**src/hpx_pkg.sv**
```systemverilog
// hot-plug expander manager: shared constants, types and register map
// assumes a 125 MHz device clock and 16-bit expanders on the master bus
package hpx_pkg;
	localparam int CLK_MHZ = 125;
	localparam int UPDATE_MS = 40;
	localparam int UPDATE_CYC = UPDATE_MS * 1000 * CLK_MHZ;
	localparam int SMB_KHZ = 100;
	localparam int QUARTER_CYC = (CLK_MHZ * 1000) / (4 * SMB_KHZ);
	localparam logic [11:0] OFS_ADDR = 12'h000;
	localparam logic [11:0] OFS_DEBUG = 12'h004;
	localparam logic [11:0] OFS_STATUS = 12'h008;
	localparam int SEL_BIT = 0;
	localparam int RELOAD_BIT = 1;
	localparam int TM_BIT = 2;
	localparam int NACK_BIT = 0;
	localparam int ARB_BIT = 1;
	localparam logic [7:0] CMD_IN = 8'h00;
	localparam logic [7:0] CMD_OUT = 8'h02;
	localparam logic [7:0] CMD_POL = 8'h04;
	localparam logic [7:0] CMD_DIR = 8'h06;
	localparam logic [15:0] OUT_MASK = 16'hf0f0;
	localparam logic [15:0] DIR_VAL = 16'h0f0f;
	localparam logic [2:0] WR_LAST = 3'h3;
	localparam logic [2:0] RD_RESTART = 3'h1;
	localparam logic [2:0] RD_LAST = 3'h4;
	localparam logic [1:0] RESP_OKAY = 2'h0;
	localparam logic [1:0] RESP_SLVERR = 2'h2;
	typedef enum logic [3:0] {
		ST_IDLE = 4'h1,
		ST_START = 4'h2,
		ST_BIT = 4'h4,
		ST_STOP = 4'h8
	} hpx_state_t;
	typedef struct packed {
		logic exp;
		logic rd;
		logic cfg;
		logic [6:0] addr;
		logic [7:0] cmd;
		logic [15:0] data;
	} hpx_txn_t;
endpackage : hpx_pkg

```
**src/hpx_expander_mgr.sv**
```systemverilog
// hot-plug expander manager: keeps two 16-bit expanders and the core hot-plug view aligned
// assumes coreOut and eepromDone on this clock; scl, sda and interrupts are async pins
// Contract
// - mismatch between expander and core view triggers transaction
// - hot reset defaults rewritten via mismatch path
// - output writes spaced one update period apart
// - interrupt triggers input read, rate limited
// - round robin service between expanders
// - transaction errors recorded in status register
// - select chooses expander; data shows its view
// - reload issues write and read to selected
// - test mode drives outputs from debug data
// - debug data write in test mode updates outputs
// - eeprom loaded addresses configure after reset
// - init data sampled when transaction starts
// - every hot-plug output change sent out
// - no output change on entering reset
// - expander zero slot a low, slot c high
// - expander one slot b low, slot d high
// - address write configures directions and outputs
// - config writes regs 2,4,6 then reads 0
// - no transaction before eeprom load finishes
//
// Added by the designer: register access over AXI4-Lite and the register offsets.
module hpx_expander_mgr #(
	parameter int UPDATE_CYCLES = hpx_pkg::UPDATE_CYC,
	parameter int QUARTER_CYCLES = hpx_pkg::QUARTER_CYC
) (
	input wire logic clock,
	input wire logic sys_rst,
	input wire logic [11:0] s_axi_awaddr,
	input wire logic s_axi_awvalid,
	output logic s_axi_awready,
	input wire logic [31:0] s_axi_wdata,
	input wire logic [3:0] s_axi_wstrb,
	input wire logic s_axi_wvalid,
	output logic s_axi_wready,
	output logic [1:0] s_axi_bresp,
	output logic s_axi_bvalid,
	input wire logic s_axi_bready,
	input wire logic [11:0] s_axi_araddr,
	input wire logic s_axi_arvalid,
	output logic s_axi_arready,
	output logic [31:0] s_axi_rdata,
	output logic [1:0] s_axi_rresp,
	output logic s_axi_rvalid,
	input wire logic s_axi_rready,
	input wire logic eepromDone,
	input wire logic [1:0][15:0] coreOut,
	output logic [1:0][15:0] hpInView,
	input wire logic [1:0] expIntN,
	input wire logic sclIn,
	output logic sclOut,
	output logic sclOe,
	input wire logic sdaIn,
	output logic sdaOut,
	output logic sdaOe
);
	localparam int TW = $clog2(UPDATE_CYCLES + 1);
	localparam int QW = $clog2(QUARTER_CYCLES + 1);
	localparam logic [15:0] MASK = hpx_pkg::OUT_MASK;

	// pin synchronisers: scl, sda and both interrupt lines
	logic [3:0] syn1_ff, syn2_ff;
	always_ff @(posedge clock) begin
		if (sys_rst) begin
			syn1_ff <= 4'hf;
			syn2_ff <= 4'hf;
		end else begin
			syn1_ff <= {sclIn, sdaIn, expIntN};
			syn2_ff <= syn1_ff;
		end
	end
	logic sclHi, sdaHi;
	logic [1:0] intAct;
	assign sclHi = syn2_ff[3];
	assign sdaHi = syn2_ff[2];
	assign intAct = ~syn2_ff[1:0]; // open-drain request, low active

	hpx_pkg::hpx_state_t st_ff, nxt_st;
	hpx_pkg::hpx_txn_t txn_ff, nxt_txn, lTxn;
	logic [1:0] ph_ff, nxt_ph, errT_ff, nxt_errT;
	logic [QW-1:0] qcnt_ff, nxt_qcnt;
	logic [3:0] bit_ff, nxt_bit;
	logic [2:0] idx_ff, nxt_idx;
	logic [7:0] sh_ff, nxt_sh;
	logic [15:0] rx_ff, nxt_rx, rxWord;
	logic sclOe_ff, nxt_sclOe, sdaOe_ff, nxt_sdaOe;
	logic launch, fin, qtick, rxByte, want, gExp, doWr;
	logic [1:0][6:0] expAddr_ff, nxt_expAddr;
	logic [1:0] expEn_ff, nxt_expEn, cfgPend_ff, nxt_cfgPend, rdPend_ff, nxt_rdPend;
	logic [1:0] wrForce_ff, nxt_wrForce, stat_ff, nxt_stat, mism, elig;
	logic [1:0][1:0] cfgStep_ff, nxt_cfgStep;
	logic [1:0][15:0] tmData_ff, nxt_tmData, shadow_ff, nxt_shadow, inView_ff, nxt_inView;
	logic [1:0][15:0] desired;
	logic [1:0][TW-1:0] tmr_ff, nxt_tmr;
	logic dbgSel_ff, nxt_dbgSel, dbgTm_ff, nxt_dbgTm, rr_ff, nxt_rr;
	// register bus write capture, read by the manager below
	logic [11:0] awAddr_ff, nxt_awAddr;
	logic [31:0] wData_ff, nxt_wData, rdata_ff, nxt_rdata, rdWord;
	logic [3:0] wStrb_ff, nxt_wStrb;

	// byte sent at position i of a frame
	function automatic logic [7:0] byteOf(input hpx_pkg::hpx_txn_t t, input logic [2:0] i);
		case (i)
			3'h0: byteOf = {t.addr, 1'b0};
			3'h1: byteOf = t.cmd;
			3'h2: byteOf = t.rd ? {t.addr, 1'b1} : t.data[7:0];
			default: byteOf = t.data[15:8];
		endcase
	endfunction : byteOf

	assign qtick = (qcnt_ff == '0) && (st_ff != hpx_pkg::ST_IDLE);
	assign rxByte = txn_ff.rd && (idx_ff >= 3'h3);
	// ack the first read byte, nack the last one
	assign want = (bit_ff < 4'h8) ? (rxByte | sh_ff[7]) : (!rxByte || idx_ff == hpx_pkg::RD_LAST);
	assign fin = qtick && (st_ff == hpx_pkg::ST_STOP) && (ph_ff == 2'h3);
	assign rxWord = {rx_ff[7:0], rx_ff[15:8]};

	// bus engine: four quarter phases per bit; released scl waits for stretching targets
	always_comb begin
		nxt_st = st_ff;
		nxt_ph = ph_ff;
		nxt_txn = txn_ff;
		nxt_errT = errT_ff;
		nxt_bit = bit_ff;
		nxt_idx = idx_ff;
		nxt_sh = sh_ff;
		nxt_rx = rx_ff;
		nxt_sclOe = sclOe_ff;
		nxt_sdaOe = sdaOe_ff;
		if (st_ff == hpx_pkg::ST_IDLE || qtick)
			nxt_qcnt = QW'(QUARTER_CYCLES - 1);
		else if (!sclOe_ff && !sclHi)
			nxt_qcnt = qcnt_ff;
		else
			nxt_qcnt = qcnt_ff - 1'b1;
		if (launch) begin
			nxt_st = hpx_pkg::ST_START;
			nxt_ph = 2'h0;
			nxt_txn = lTxn;
			nxt_idx = 3'h0;
			nxt_errT = 2'h0;
		end else if (qtick) begin
			nxt_ph = ph_ff + 2'h1;
			case (st_ff)
				hpx_pkg::ST_START: begin
					if (ph_ff == 2'h0) nxt_sdaOe = 1'b0;
					if (ph_ff == 2'h1) nxt_sclOe = 1'b0;
					if (ph_ff == 2'h2) nxt_sdaOe = 1'b1;
					if (ph_ff == 2'h3) begin
						nxt_sclOe = 1'b1;
						nxt_st = hpx_pkg::ST_BIT;
						nxt_bit = 4'h0;
						nxt_sh = byteOf(txn_ff, idx_ff);
					end
				end
				hpx_pkg::ST_BIT: begin
					if (ph_ff == 2'h0) nxt_sdaOe = !want;
					if (ph_ff == 2'h1) nxt_sclOe = 1'b0;
					if (ph_ff == 2'h2) begin
						if (bit_ff < 4'h8 && rxByte) nxt_rx = {rx_ff[14:0], sdaHi};
						if (bit_ff < 4'h8 && !rxByte && want && !sdaHi)
							nxt_errT[hpx_pkg::ARB_BIT] = 1'b1;
						if (bit_ff == 4'h8 && !rxByte && sdaHi)
							nxt_errT[hpx_pkg::NACK_BIT] = 1'b1;
					end
					if (ph_ff == 2'h3) begin
						nxt_sclOe = 1'b1;
						nxt_bit = bit_ff + 4'h1;
						nxt_sh = {sh_ff[6:0], 1'b0};
						if (bit_ff == 4'h8) begin
							nxt_bit = 4'h0;
							nxt_idx = idx_ff + 3'h1;
							nxt_sh = byteOf(txn_ff, idx_ff + 3'h1);
							// an error ends the frame at the byte boundary
							if (errT_ff != 2'h0 ||
									idx_ff == (txn_ff.rd ? hpx_pkg::RD_LAST : hpx_pkg::WR_LAST))
								nxt_st = hpx_pkg::ST_STOP;
							else if (txn_ff.rd && idx_ff == hpx_pkg::RD_RESTART)
								nxt_st = hpx_pkg::ST_START;
						end
					end
				end
				hpx_pkg::ST_STOP: begin
					if (ph_ff == 2'h0) nxt_sdaOe = 1'b1;
					if (ph_ff == 2'h1) nxt_sclOe = 1'b0;
					if (ph_ff == 2'h2) nxt_sdaOe = 1'b0;
					if (ph_ff == 2'h3) nxt_st = hpx_pkg::ST_IDLE;
				end
				default: nxt_st = hpx_pkg::ST_IDLE;
			endcase
		end
	end

	// reset releases both lines and leaves expander outputs untouched
	always_ff @(posedge clock) begin
		if (sys_rst) begin
			st_ff <= hpx_pkg::ST_IDLE;
			ph_ff <= 2'h0;
			txn_ff <= '0;
			errT_ff <= 2'h0;
			qcnt_ff <= '0;
			bit_ff <= 4'h0;
			idx_ff <= 3'h0;
			sh_ff <= 8'h00;
			rx_ff <= 16'h0000;
			sclOe_ff <= 1'b0;
			sdaOe_ff <= 1'b0;
		end else begin
			st_ff <= nxt_st;
			ph_ff <= nxt_ph;
			txn_ff <= nxt_txn;
			errT_ff <= nxt_errT;
			qcnt_ff <= nxt_qcnt;
			bit_ff <= nxt_bit;
			idx_ff <= nxt_idx;
			sh_ff <= nxt_sh;
			rx_ff <= nxt_rx;
			sclOe_ff <= nxt_sclOe;
			sdaOe_ff <= nxt_sdaOe;
		end
	end

	// per expander wanted outputs, mismatch and eligibility
	for (genvar e = 0; e < 2; e++) begin : g_exp
		assign desired[e] = ((dbgTm_ff && dbgSel_ff == 1'(e)) ? tmData_ff[e] : coreOut[e])
			& MASK;
		assign mism[e] = expEn_ff[e] && (desired[e] != shadow_ff[e]);
		// requests stay pending while the period runs out
		assign elig[e] = expEn_ff[e] && (tmr_ff[e] == '0) && (cfgPend_ff[e] || mism[e] ||
			wrForce_ff[e] || rdPend_ff[e] || intAct[e]);
	end
	assign gExp = elig[rr_ff] ? rr_ff : !rr_ff;
	assign launch = eepromDone && (st_ff == hpx_pkg::ST_IDLE) && (elig != 2'h0);

	// next transaction: configuration steps first, then output write, then input read
	always_comb begin
		lTxn.exp = gExp;
		lTxn.rd = 1'b0;
		lTxn.cfg = cfgPend_ff[gExp];
		lTxn.addr = expAddr_ff[gExp];
		lTxn.cmd = hpx_pkg::CMD_OUT;
		lTxn.data = desired[gExp]; // values at issue time
		if (cfgPend_ff[gExp]) begin
			case (cfgStep_ff[gExp])
				2'h0: lTxn.cmd = hpx_pkg::CMD_OUT;
				2'h1: begin
					lTxn.cmd = hpx_pkg::CMD_POL;
					lTxn.data = 16'h0000;
				end
				2'h2: begin
					lTxn.cmd = hpx_pkg::CMD_DIR;
					lTxn.data = hpx_pkg::DIR_VAL;
				end
				default: begin
					lTxn.rd = 1'b1;
					lTxn.cmd = hpx_pkg::CMD_IN;
					lTxn.data = 16'h0000;
				end
			endcase
		end else if (!mism[gExp] && !wrForce_ff[gExp]) begin
			lTxn.rd = 1'b1;
			lTxn.cmd = hpx_pkg::CMD_IN;
			lTxn.data = 16'h0000;
		end
	end

	// manager state; software sets are applied after completion so they win
	always_comb begin
		nxt_expAddr = expAddr_ff;
		nxt_expEn = expEn_ff;
		nxt_cfgPend = cfgPend_ff;
		nxt_cfgStep = cfgStep_ff;
		nxt_rdPend = rdPend_ff;
		nxt_wrForce = wrForce_ff;
		nxt_tmData = tmData_ff;
		nxt_shadow = shadow_ff;
		nxt_inView = inView_ff;
		nxt_dbgSel = dbgSel_ff;
		nxt_dbgTm = dbgTm_ff;
		nxt_rr = rr_ff;
		nxt_stat = stat_ff;
		for (int e = 0; e < 2; e++) begin
			if (launch && gExp == 1'(e))
				nxt_tmr[e] = TW'(UPDATE_CYCLES - 1);
			else if (tmr_ff[e] != '0)
				nxt_tmr[e] = tmr_ff[e] - 1'b1;
			else
				nxt_tmr[e] = tmr_ff[e];
		end
		if (launch) nxt_rr = !gExp;
		// a reload landing during a running read still gets a read of its own
		if (launch && lTxn.rd && !lTxn.cfg) nxt_rdPend[gExp] = 1'b0;
		if (doWr && awAddr_ff == hpx_pkg::OFS_STATUS && wStrb_ff[0])
			nxt_stat = stat_ff & ~wData_ff[1:0];
		if (fin) begin
			if (errT_ff != 2'h0) begin
				nxt_stat = nxt_stat | errT_ff; // retried after the next period
				if (txn_ff.rd && !txn_ff.cfg) nxt_rdPend[txn_ff.exp] = 1'b1;
			end else begin
				if (!txn_ff.rd && txn_ff.cmd == hpx_pkg::CMD_OUT) begin
					nxt_shadow[txn_ff.exp] = txn_ff.data;
					nxt_wrForce[txn_ff.exp] = 1'b0;
				end
				if (txn_ff.rd) nxt_inView[txn_ff.exp] = rxWord;
				if (txn_ff.cfg) begin
					nxt_cfgStep[txn_ff.exp] = cfgStep_ff[txn_ff.exp] + 2'h1;
					if (txn_ff.rd) nxt_cfgPend[txn_ff.exp] = 1'b0;
				end
			end
		end
		if (doWr && awAddr_ff == hpx_pkg::OFS_ADDR) begin
			for (int e = 0; e < 2; e++) begin
				if (wStrb_ff[e]) begin
					nxt_expAddr[e] = wData_ff[8*e +: 7];
					nxt_expEn[e] = wData_ff[8*e+7];
					nxt_cfgPend[e] = 1'b1;
					nxt_cfgStep[e] = 2'h0;
				end
			end
		end
		if (doWr && awAddr_ff == hpx_pkg::OFS_DEBUG) begin
			if (wStrb_ff[0]) begin
				nxt_dbgSel = wData_ff[hpx_pkg::SEL_BIT];
				nxt_dbgTm = wData_ff[hpx_pkg::TM_BIT];
				if (wData_ff[hpx_pkg::RELOAD_BIT]) begin
					nxt_rdPend[nxt_dbgSel] = 1'b1;
					nxt_wrForce[nxt_dbgSel] = 1'b1;
				end
			end
			if (wStrb_ff[2]) nxt_tmData[nxt_dbgSel][7:0] = wData_ff[23:16];
			if (wStrb_ff[3]) nxt_tmData[nxt_dbgSel][15:8] = wData_ff[31:24];
		end
	end

	// manager registers
	always_ff @(posedge clock) begin
		if (sys_rst) begin
			expAddr_ff <= '0;
			expEn_ff <= 2'h0;
			cfgPend_ff <= 2'h0;
			cfgStep_ff <= '0;
			rdPend_ff <= 2'h0;
			wrForce_ff <= 2'h0;
			tmData_ff <= '0;
			shadow_ff <= '0;
			inView_ff <= '0;
			tmr_ff <= '0;
			dbgSel_ff <= 1'b0;
			dbgTm_ff <= 1'b0;
			rr_ff <= 1'b0;
			stat_ff <= 2'h0;
		end else begin
			expAddr_ff <= nxt_expAddr;
			expEn_ff <= nxt_expEn;
			cfgPend_ff <= nxt_cfgPend;
			cfgStep_ff <= nxt_cfgStep;
			rdPend_ff <= nxt_rdPend;
			wrForce_ff <= nxt_wrForce;
			tmData_ff <= nxt_tmData;
			shadow_ff <= nxt_shadow;
			inView_ff <= nxt_inView;
			tmr_ff <= nxt_tmr;
			dbgSel_ff <= nxt_dbgSel;
			dbgTm_ff <= nxt_dbgTm;
			rr_ff <= nxt_rr;
			stat_ff <= nxt_stat;
		end
	end

	// axi4-lite slave: address and data taken in either order, one answer each
	logic awHeld_ff, nxt_awHeld, wHeld_ff, nxt_wHeld, bvalid_ff, nxt_bvalid, rvalid_ff, nxt_rvalid;
	logic [1:0] bresp_ff, nxt_bresp, rresp_ff, nxt_rresp, rdResp;
	logic [15:0] viewSel;
	assign doWr = awHeld_ff && wHeld_ff && !bvalid_ff;
	assign viewSel = shadow_ff[dbgSel_ff] | (inView_ff[dbgSel_ff] & ~MASK);
	always_comb begin
		rdWord = 32'h0000_0000;
		rdResp = hpx_pkg::RESP_OKAY;
		case (s_axi_araddr)
			hpx_pkg::OFS_ADDR: rdWord = {16'h0000, expEn_ff[1], expAddr_ff[1],
				expEn_ff[0], expAddr_ff[0]};
			hpx_pkg::OFS_DEBUG: rdWord = {viewSel, 13'h0000, dbgTm_ff, 1'b0, dbgSel_ff};
			hpx_pkg::OFS_STATUS: rdWord = {23'h000000, st_ff != hpx_pkg::ST_IDLE, 6'h00, stat_ff};
			default: rdResp = hpx_pkg::RESP_SLVERR;
		endcase
		nxt_awHeld = awHeld_ff;
		nxt_awAddr = awAddr_ff;
		nxt_wHeld = wHeld_ff;
		nxt_wData = wData_ff;
		nxt_wStrb = wStrb_ff;
		nxt_bvalid = bvalid_ff;
		nxt_bresp = bresp_ff;
		nxt_rvalid = rvalid_ff;
		nxt_rdata = rdata_ff;
		nxt_rresp = rresp_ff;
		if (s_axi_awvalid && !awHeld_ff) begin
			nxt_awHeld = 1'b1;
			nxt_awAddr = s_axi_awaddr;
		end
		if (s_axi_wvalid && !wHeld_ff) begin
			nxt_wHeld = 1'b1;
			nxt_wData = s_axi_wdata;
			nxt_wStrb = s_axi_wstrb;
		end
		if (bvalid_ff && s_axi_bready) nxt_bvalid = 1'b0;
		if (doWr) begin
			nxt_awHeld = 1'b0;
			nxt_wHeld = 1'b0;
			nxt_bvalid = 1'b1;
			nxt_bresp = (awAddr_ff == hpx_pkg::OFS_ADDR || awAddr_ff == hpx_pkg::OFS_DEBUG ||
				awAddr_ff == hpx_pkg::OFS_STATUS) ? hpx_pkg::RESP_OKAY : hpx_pkg::RESP_SLVERR;
		end
		if (s_axi_arvalid && !rvalid_ff) begin
			nxt_rvalid = 1'b1;
			nxt_rdata = rdWord;
			nxt_rresp = rdResp;
		end else if (rvalid_ff && s_axi_rready)
			nxt_rvalid = 1'b0;
	end
	always_ff @(posedge clock) begin
		if (sys_rst) begin
			awHeld_ff <= 1'b0;
			awAddr_ff <= 12'h000;
			wHeld_ff <= 1'b0;
			wData_ff <= 32'h0000_0000;
			wStrb_ff <= 4'h0;
			bvalid_ff <= 1'b0;
			bresp_ff <= 2'h0;
			rvalid_ff <= 1'b0;
			rdata_ff <= 32'h0000_0000;
			rresp_ff <= 2'h0;
		end else begin
			awHeld_ff <= nxt_awHeld;
			awAddr_ff <= nxt_awAddr;
			wHeld_ff <= nxt_wHeld;
			wData_ff <= nxt_wData;
			wStrb_ff <= nxt_wStrb;
			bvalid_ff <= nxt_bvalid;
			bresp_ff <= nxt_bresp;
			rvalid_ff <= nxt_rvalid;
			rdata_ff <= nxt_rdata;
			rresp_ff <= nxt_rresp;
		end
	end

	// outputs; open-drain lines only ever pull low
	assign s_axi_awready = !awHeld_ff;
	assign s_axi_wready = !wHeld_ff;
	assign s_axi_arready = !rvalid_ff;
	assign s_axi_bvalid = bvalid_ff;
	assign s_axi_bresp = bresp_ff;
	assign s_axi_rvalid = rvalid_ff;
	assign s_axi_rdata = rdata_ff;
	assign s_axi_rresp = rresp_ff;
	assign hpInView = inView_ff;
	assign sclOut = 1'b0;
	assign sdaOut = 1'b0;
	assign sclOe = sclOe_ff;
	assign sdaOe = sdaOe_ff;
endmodule : hpx_expander_mgr

```
**config.mk**
```make
export PLATFORM = sky130hd
export DESIGN_NAME = hpx_expander_mgr
export DESIGN_NICKNAME = d
export VERILOG_FILES = /design/src/hpx_pkg.sv /design/src/hpx_expander_mgr.sv
export SDC_FILE = /design/constraint.sdc
export NUM_CORES = 1
export LEC_CHECK = 0
export BUFFER_PORTS_ARGS = -buffer_cell sky130_fd_sc_hd__buf_2
export CORE_MARGIN = 4
export CORE_UTILIZATION = 49
export CTS_CLUSTER_DIAMETER = 30
export DETAILED_ROUTE_END_ITERATION = 7
export GPL_ROUTABILITY_DRIVEN = 0
export HOLD_SLACK_MARGIN = 0.1
export PLACE_DENSITY_LB_ADDON = 0.2
export SLEW_MARGIN = 20
export SYNTH_ARGS = -nofsm -noshare
export SYNTH_HDL_FRONTEND = slang
export SYNTH_SLANG_ARGS = --single-unit
export TNS_END_PERCENT = 50
```
**constraint.sdc**
```tcl
create_clock -name clock -period 5.95 [get_ports clock]
set_input_delay 0.8925 -clock clock [delete_from_list [all_inputs] [get_ports clock]]
set_output_delay 0.8925 -clock clock [all_outputs]
set_load 0.01 [all_outputs]
```
; Word-level counts from Yosys, hierarchy flattened
; Index checks and enable logic that the tools add are counted.
[classes]
add_sub_neg = 7
magnitude_cmp = 12
eq_ne = 38
mux = 127
bitwise = 18
reduce_logical = 116
[ops]
columns = cell, count
row1 = $bwmux W32, 4
row2 = $mux W16, 8
row3 = $mux W32, 3
row4 = $pmux W32 S3, 1
row5 = $mux W23, 4
row6 = $mux W2, 32
row7 = $mux W4, 13
row8 = $demux W16 S1, 3
row9 = $pmux W8 S3, 2
row10 = $logic_not A23 Y1, 2
row11 = $reduce_bool A23 Y1, 2
row12 = $sub A23 B1 Y23 const B, 2
row13 = $logic_and A1 B1 Y1, 44
row14 = $mux W8, 5
row15 = $ne A16 B16 Y1, 2
row16 = $pmux W16 S2, 1
row17 = $mux W1, 31
row18 = $eq A12 B3 Y1 const B, 2
row19 = $eq A12 B4 Y1 const B, 2
row20 = $logic_not A12 Y1, 2
row21 = $mux W12, 2
row22 = $mux W24, 1
row23 = $mux W18, 1
row24 = $mux W9, 2
row25 = other kinds (57), 147
[totals]
regBits = 353
input_bits = 104
out_inout_bits = 77
elab_cells = 372

; Depth between registers and ports, before layout
[depth]
word_depth = 30
mapped_depth = 17

; Worst setup path after synthesis
; OpenSTA, ideal clock, no wires.
[synth_timing]
path_type = input to register
start = input port coreOut[12] (netlist bit)
end = register txn_ff[12] (netlist bit)
setup_ns = 0.061
arrival_ns = 3.659
setup_slack_ns = 2.230
cell_stages = 15
cell_sequence = xnor2_1 -> a21oi_1 -> a2111o_1 -> nor4_4 -> a41oi_2 -> o21ai_2 -> buf_6 -> buf_12 -> mux2i_1 -> ha_1 -> inv_1 -> nor2_1 -> o221ai_1 -> a21oi_2 -> a32o_1
[synth_between]
elab_chain_cells = 17
[synth_rtl]
columns = item, line
row1 = start: declaration, hpx_expander_mgr.sv:49  ; input wire logic [1:0][15:0] coreOut,
row2 = $mux W16 (*), hpx_expander_mgr.sv:227  ; assign desired[e] = ((dbgTm_ff && dbgSel_ff == 1'(e)) ? tmData_ff[e] : coreOut[e])
row3 = "parallel branches: the longest is 16 deep, another holds $ne A16 B16 Y1", --
row4 = end signal: assignment, hpx_expander_mgr.sv:213  ; txn_ff <= nxt_txn;
row5 = end: declaration, hpx_expander_mgr.sv:81  ; hpx_pkg::hpx_txn_t txn_ff, nxt_txn, lTxn;
; Mark *: on every way between the ends. The select of a mux whose other input is x is not followed.
; A chain may end at the register's enable or synchronous reset.

; Final worst setup path
[layout_timing]
start = register dbgSel_ff
end = register txn_ff[12] (netlist bit)
[layout_between]
elab_chain_cells = 19
[layout_rtl]
columns = item, line
row1 = start: declaration, hpx_expander_mgr.sv:97  ; logic dbgSel_ff, nxt_dbgSel, dbgTm_ff, nxt_dbgTm, rr_ff, nxt_rr;
row2 = start signal: assignment, hpx_expander_mgr.sv:365  ; dbgSel_ff <= nxt_dbgSel;
row3 = "parallel branches: the longest is 19 deep, another holds $mux W16", --
; Several ways; the timed one is not identified. The select of a mux whose other input is x is not followed.

==> results.md <==
* Starting density of the core at approximately half
* TNS Setup at 0 ps
* Post-synth top area cell: dfxtp_1
* Crit-path max FO at 18
* DR iter-0 viols at roughly 920
* M3 GR Usage at under 10%
* Worst Path Required at between 6000 and 7000 ps
* Drt pass-1 iters at 6
* Avg WL per Cell at between 15 and 20 microns
* Leakage at 0.006543 uW
* Final period util at roughly 76%
* Top Family by Delay on Critical Path: compound AO/OA/AOI/OAI gates
* Status: finished, final reports clean
* Setup WS pre-CTS at 1455 ps
* Initial antenna violation count at 2
* Clock transition at path regs at around 50 ps
* Fillers at approximately 2400
* Commonest non-fill, non-tap cell in the layout: dfxtp_1
* Synthesized cell area at between 10000 and 15000 sq um
* CP bufs+invs at 3
* Vias per cell at 5.602
* RR Startpoint: dbgSel_ff$_SDFFE_PP0P_
* GR Util met2 at approximately 37%
* Clock Tree Root: clkbuf_16
* CP cell instances: buf_4, nand2b_4, mux2i_1, a2111o_1, nor4_4, a41oi_2, o21ai_2, mux2_2, inv_1, ha_1, inv_1, nor2_1, o221ai_1, a21oi_2, a32o_1
* Die area at roughly 30000 sq um
* # H-tree levels at 2
* Row count at 60
* First-pass GRT wire length at around 58 mm
* Hold EP: syn2_ff[3]$_SDFF_PP1_
* Remaining DRCs at 0
* Routed wire length at 35.77 mm
* Worst vdd ir at 0.2801 mV
* # resized after CTS at 0
* WHS at just over 400 ps
* Top cells by area, synth: dfxtp_1, a21oi_1, nand2_1, mux2i_1, nor2_1
* GR Util All Layers at 22.91%
* Tmin final at around 4500 ps
* Vias in the first global route at ~11000
* Max_cap viols at 0
* Hold Crit Depth at 1
* Yosys reg bits at 300
* Worst-Skew Late Latency at between 500 and 600 ps
* Crit Reg-Reg Endpoint: txn_ff[12]$_SDFFE_PP0P_
* RSZ-0062 raised after global routing: no
* Final nets at between 1500 and 2000
* CTS tree: done
* Inst Count DP at roughly 2000
* Port bufs at 152
* Overflow left after global routing at 0
* Met1 Usage GRT at 31.52%
* Die Ht at 173.3 microns
* Hold path startpoint: syn1_ff[3]$_SDFF_PP1_
* R2R Setup Slk at around 1400 ps
* Largest net degree at the start of global routing at 105
* Slowest stage delay, CP at around 600 ps
* Fraction of layout cells with a size suffix above 1 at between 15 and 20%
* Post-synth EDFFs at 0
* Layout area overhead at 22.44%
* Hold WC Path Type: reg2reg
* Post-synthesis sequential area ratio at between 40% and 50%
* Slew HR at 28.83%
* Top Ports at 181
* Mean Syn Cell Area at 8.411 sq um
* Post-detailed-route count of antenna-violating nets at 0
* Busiest grt layer: met2
* Final Hold Vio Count at 0
* Cts bufs inserted at 60
* Most frequent cells in the layout: dfxtp_1, nand2_1, a21oi_1, nor2_1, buf_2
* Synth top area share at around 45%
* Slowest cell on the critical path: o21ai_2
* CP dominant cell by count: inv_1
* Post-Syn Instances at around 1600
* Worst Reg-to-Reg Cells at 15
* Critical Path Source Type: flip-flop
* Actual slew at the worst max-slew pin at 1068 ps
* Via count at roughly 12000
* Clock Skews at 17.20 ps
* Width of the chip at between 150 and 200 microns
* Crit path kind: reg2reg
* Synth Warn # at 0
* Post-CTS setup repair buffer count at 0
* Distinct cell type count after synthesis at 74
* Final setup violation count at 0
* Core Footprint at around 27000 sq um
* Max Freq at around 220 MHz
* Post-synth ARST share at 0%
* Clk sinks at 300
* PD cells at 415.3 nW/um^2
* Slew Viols, Final at 0
* Worst Setup End Kind: flip-flop
* Post-DP HPWL at between 20 and 25 mm
* Post-Layout Cell Count at between 2000 and 2500
* Hold buffers post-CTS at 0
* CP arrival at 5040 ps
* N_diodes at 0
* Setup ws final at ~1400 ps
* Primary FF master, synth: dfxtp_1
* CTS max path bufs at 3
## worst max path at each step
stage                                start                      end  slack (ps)  cells past startpoint
detailed placement             coreOut[12]  txn_ff[12]$_SDFFE_PP0P_        1460                     15
global placement               coreOut[12]  txn_ff[12]$_SDFFE_PP0P_        1510                     15
finish              dbgSel_ff$_SDFFE_PP0P_  txn_ff[12]$_SDFFE_PP0P_        1410                     15
floorplan                      coreOut[12]  txn_ff[12]$_SDFFE_PP0P_        2230                     15
CTS                 dbgSel_ff$_SDFFE_PP0P_  txn_ff[12]$_SDFFE_PP0P_        1440                     15
global route        dbgSel_ff$_SDFFE_PP0P_  txn_ff[12]$_SDFFE_PP0P_        1140                     15
## where the power goes
group          internal [uW]  switching (uW)  leakage [uW]
Sequential              2180             148       0.00243
Clock                   2320            1090       0.00101
Combinational            466             609       0.00310
## cell type report
class	count	area, sq um	area share, %
multi-input cells	1156	6817	41.60
flip-flops and latches	300	6006	36.66
clock buffers	80	1717	10.48
repair buffers	165	867.1	5.292
well taps	341	426.7	2.604
clock inverters	29	394.1	2.405
inverters	42	157.7	0.9622
## logic make-up (layout without fill, tap and decap cells)
logic type      Yosys count  count (layout)  synth area share [%]
simple gates            621             621                 21.68
xor+xnor                 59              59                 3.862
compound gates          364             364                 16.59
buf+inv                 138             316                 4.497
other cells               1               4               0.02802
mux                      90              90                 6.779
flops                   300             300                 44.88
fa+ha+maj                18              18                 1.683
## per-stage QoR
| stage | area [sq um] | power (uW) | utilization (%) |
|---|---|---|---|
| 2_1_floorplan | 13390 | 3193 | - |
| 3_3_place_gp | 14270 | 3374 | 53.08 |
| 3_5_place_dp | 14270 | 3417 | 53.08 |
| 4_1_cts | 16380 | 6845 | 60.94 |
| 5_1_grt | 16380 | 7119 | 60.96 |
| 6_report | 16380 | 6804 | 60.96 |
## worst reg2reg max path: cells and delay by family (launching register included)
family	cells	cell delay (ps)
buffers and inverters	3	440
and+or+nand+nor	3	830
adders and majority gates	1	140
muxes	2	600
DFF	1	400
AOI/OAI and AO/OA	6	2070
## state kept, by name, summed over array words and instances (netlist names), 8 cells and up, named ones only
| register | count |
|---|---|
| sh_ff | 8 |
| qcnt_ff | 9 |
| hpInView | 32 |
| expAddr_ff | 14 |
| tmData_ff | 16 |
| tmr_ff | 46 |
| awAddr_ff | 12 |
| s_axi_rdata | 32 |
| shadow_ff | 18 |
| rx_ff | 16 |
| txn_ff | 21 |
| wData_ff | 24 |
## routing by layer
metal / part of all wire [%] / up-vias
met3: 7.1 / 58
met1: 46 / 5522
li1: - / 5838
met4: 1.5 / 4
met2: 45 / 416
met5: 0.039 / -
## synthesized netlist by cell type, types with 11 or more instances
cell      instances
dfxtp_1         300
nand2_1         249
a21oi_1         196
nor2_1          171
mux2i_1          85
clkbuf_1         71
inv_1            42
nor3_1           41
xnor2_1          39
o21ai_0          32
nand3_1          30
a211oi_1         23
xor2_1           20
nor4_1           19
ha_1             18
a22oi_1          17
a22o_1           15
a31oi_1          13
nor2b_1          13
or2_2            13
buf_4            12
o22ai_1          11
(Power assumes the default switching activity.)
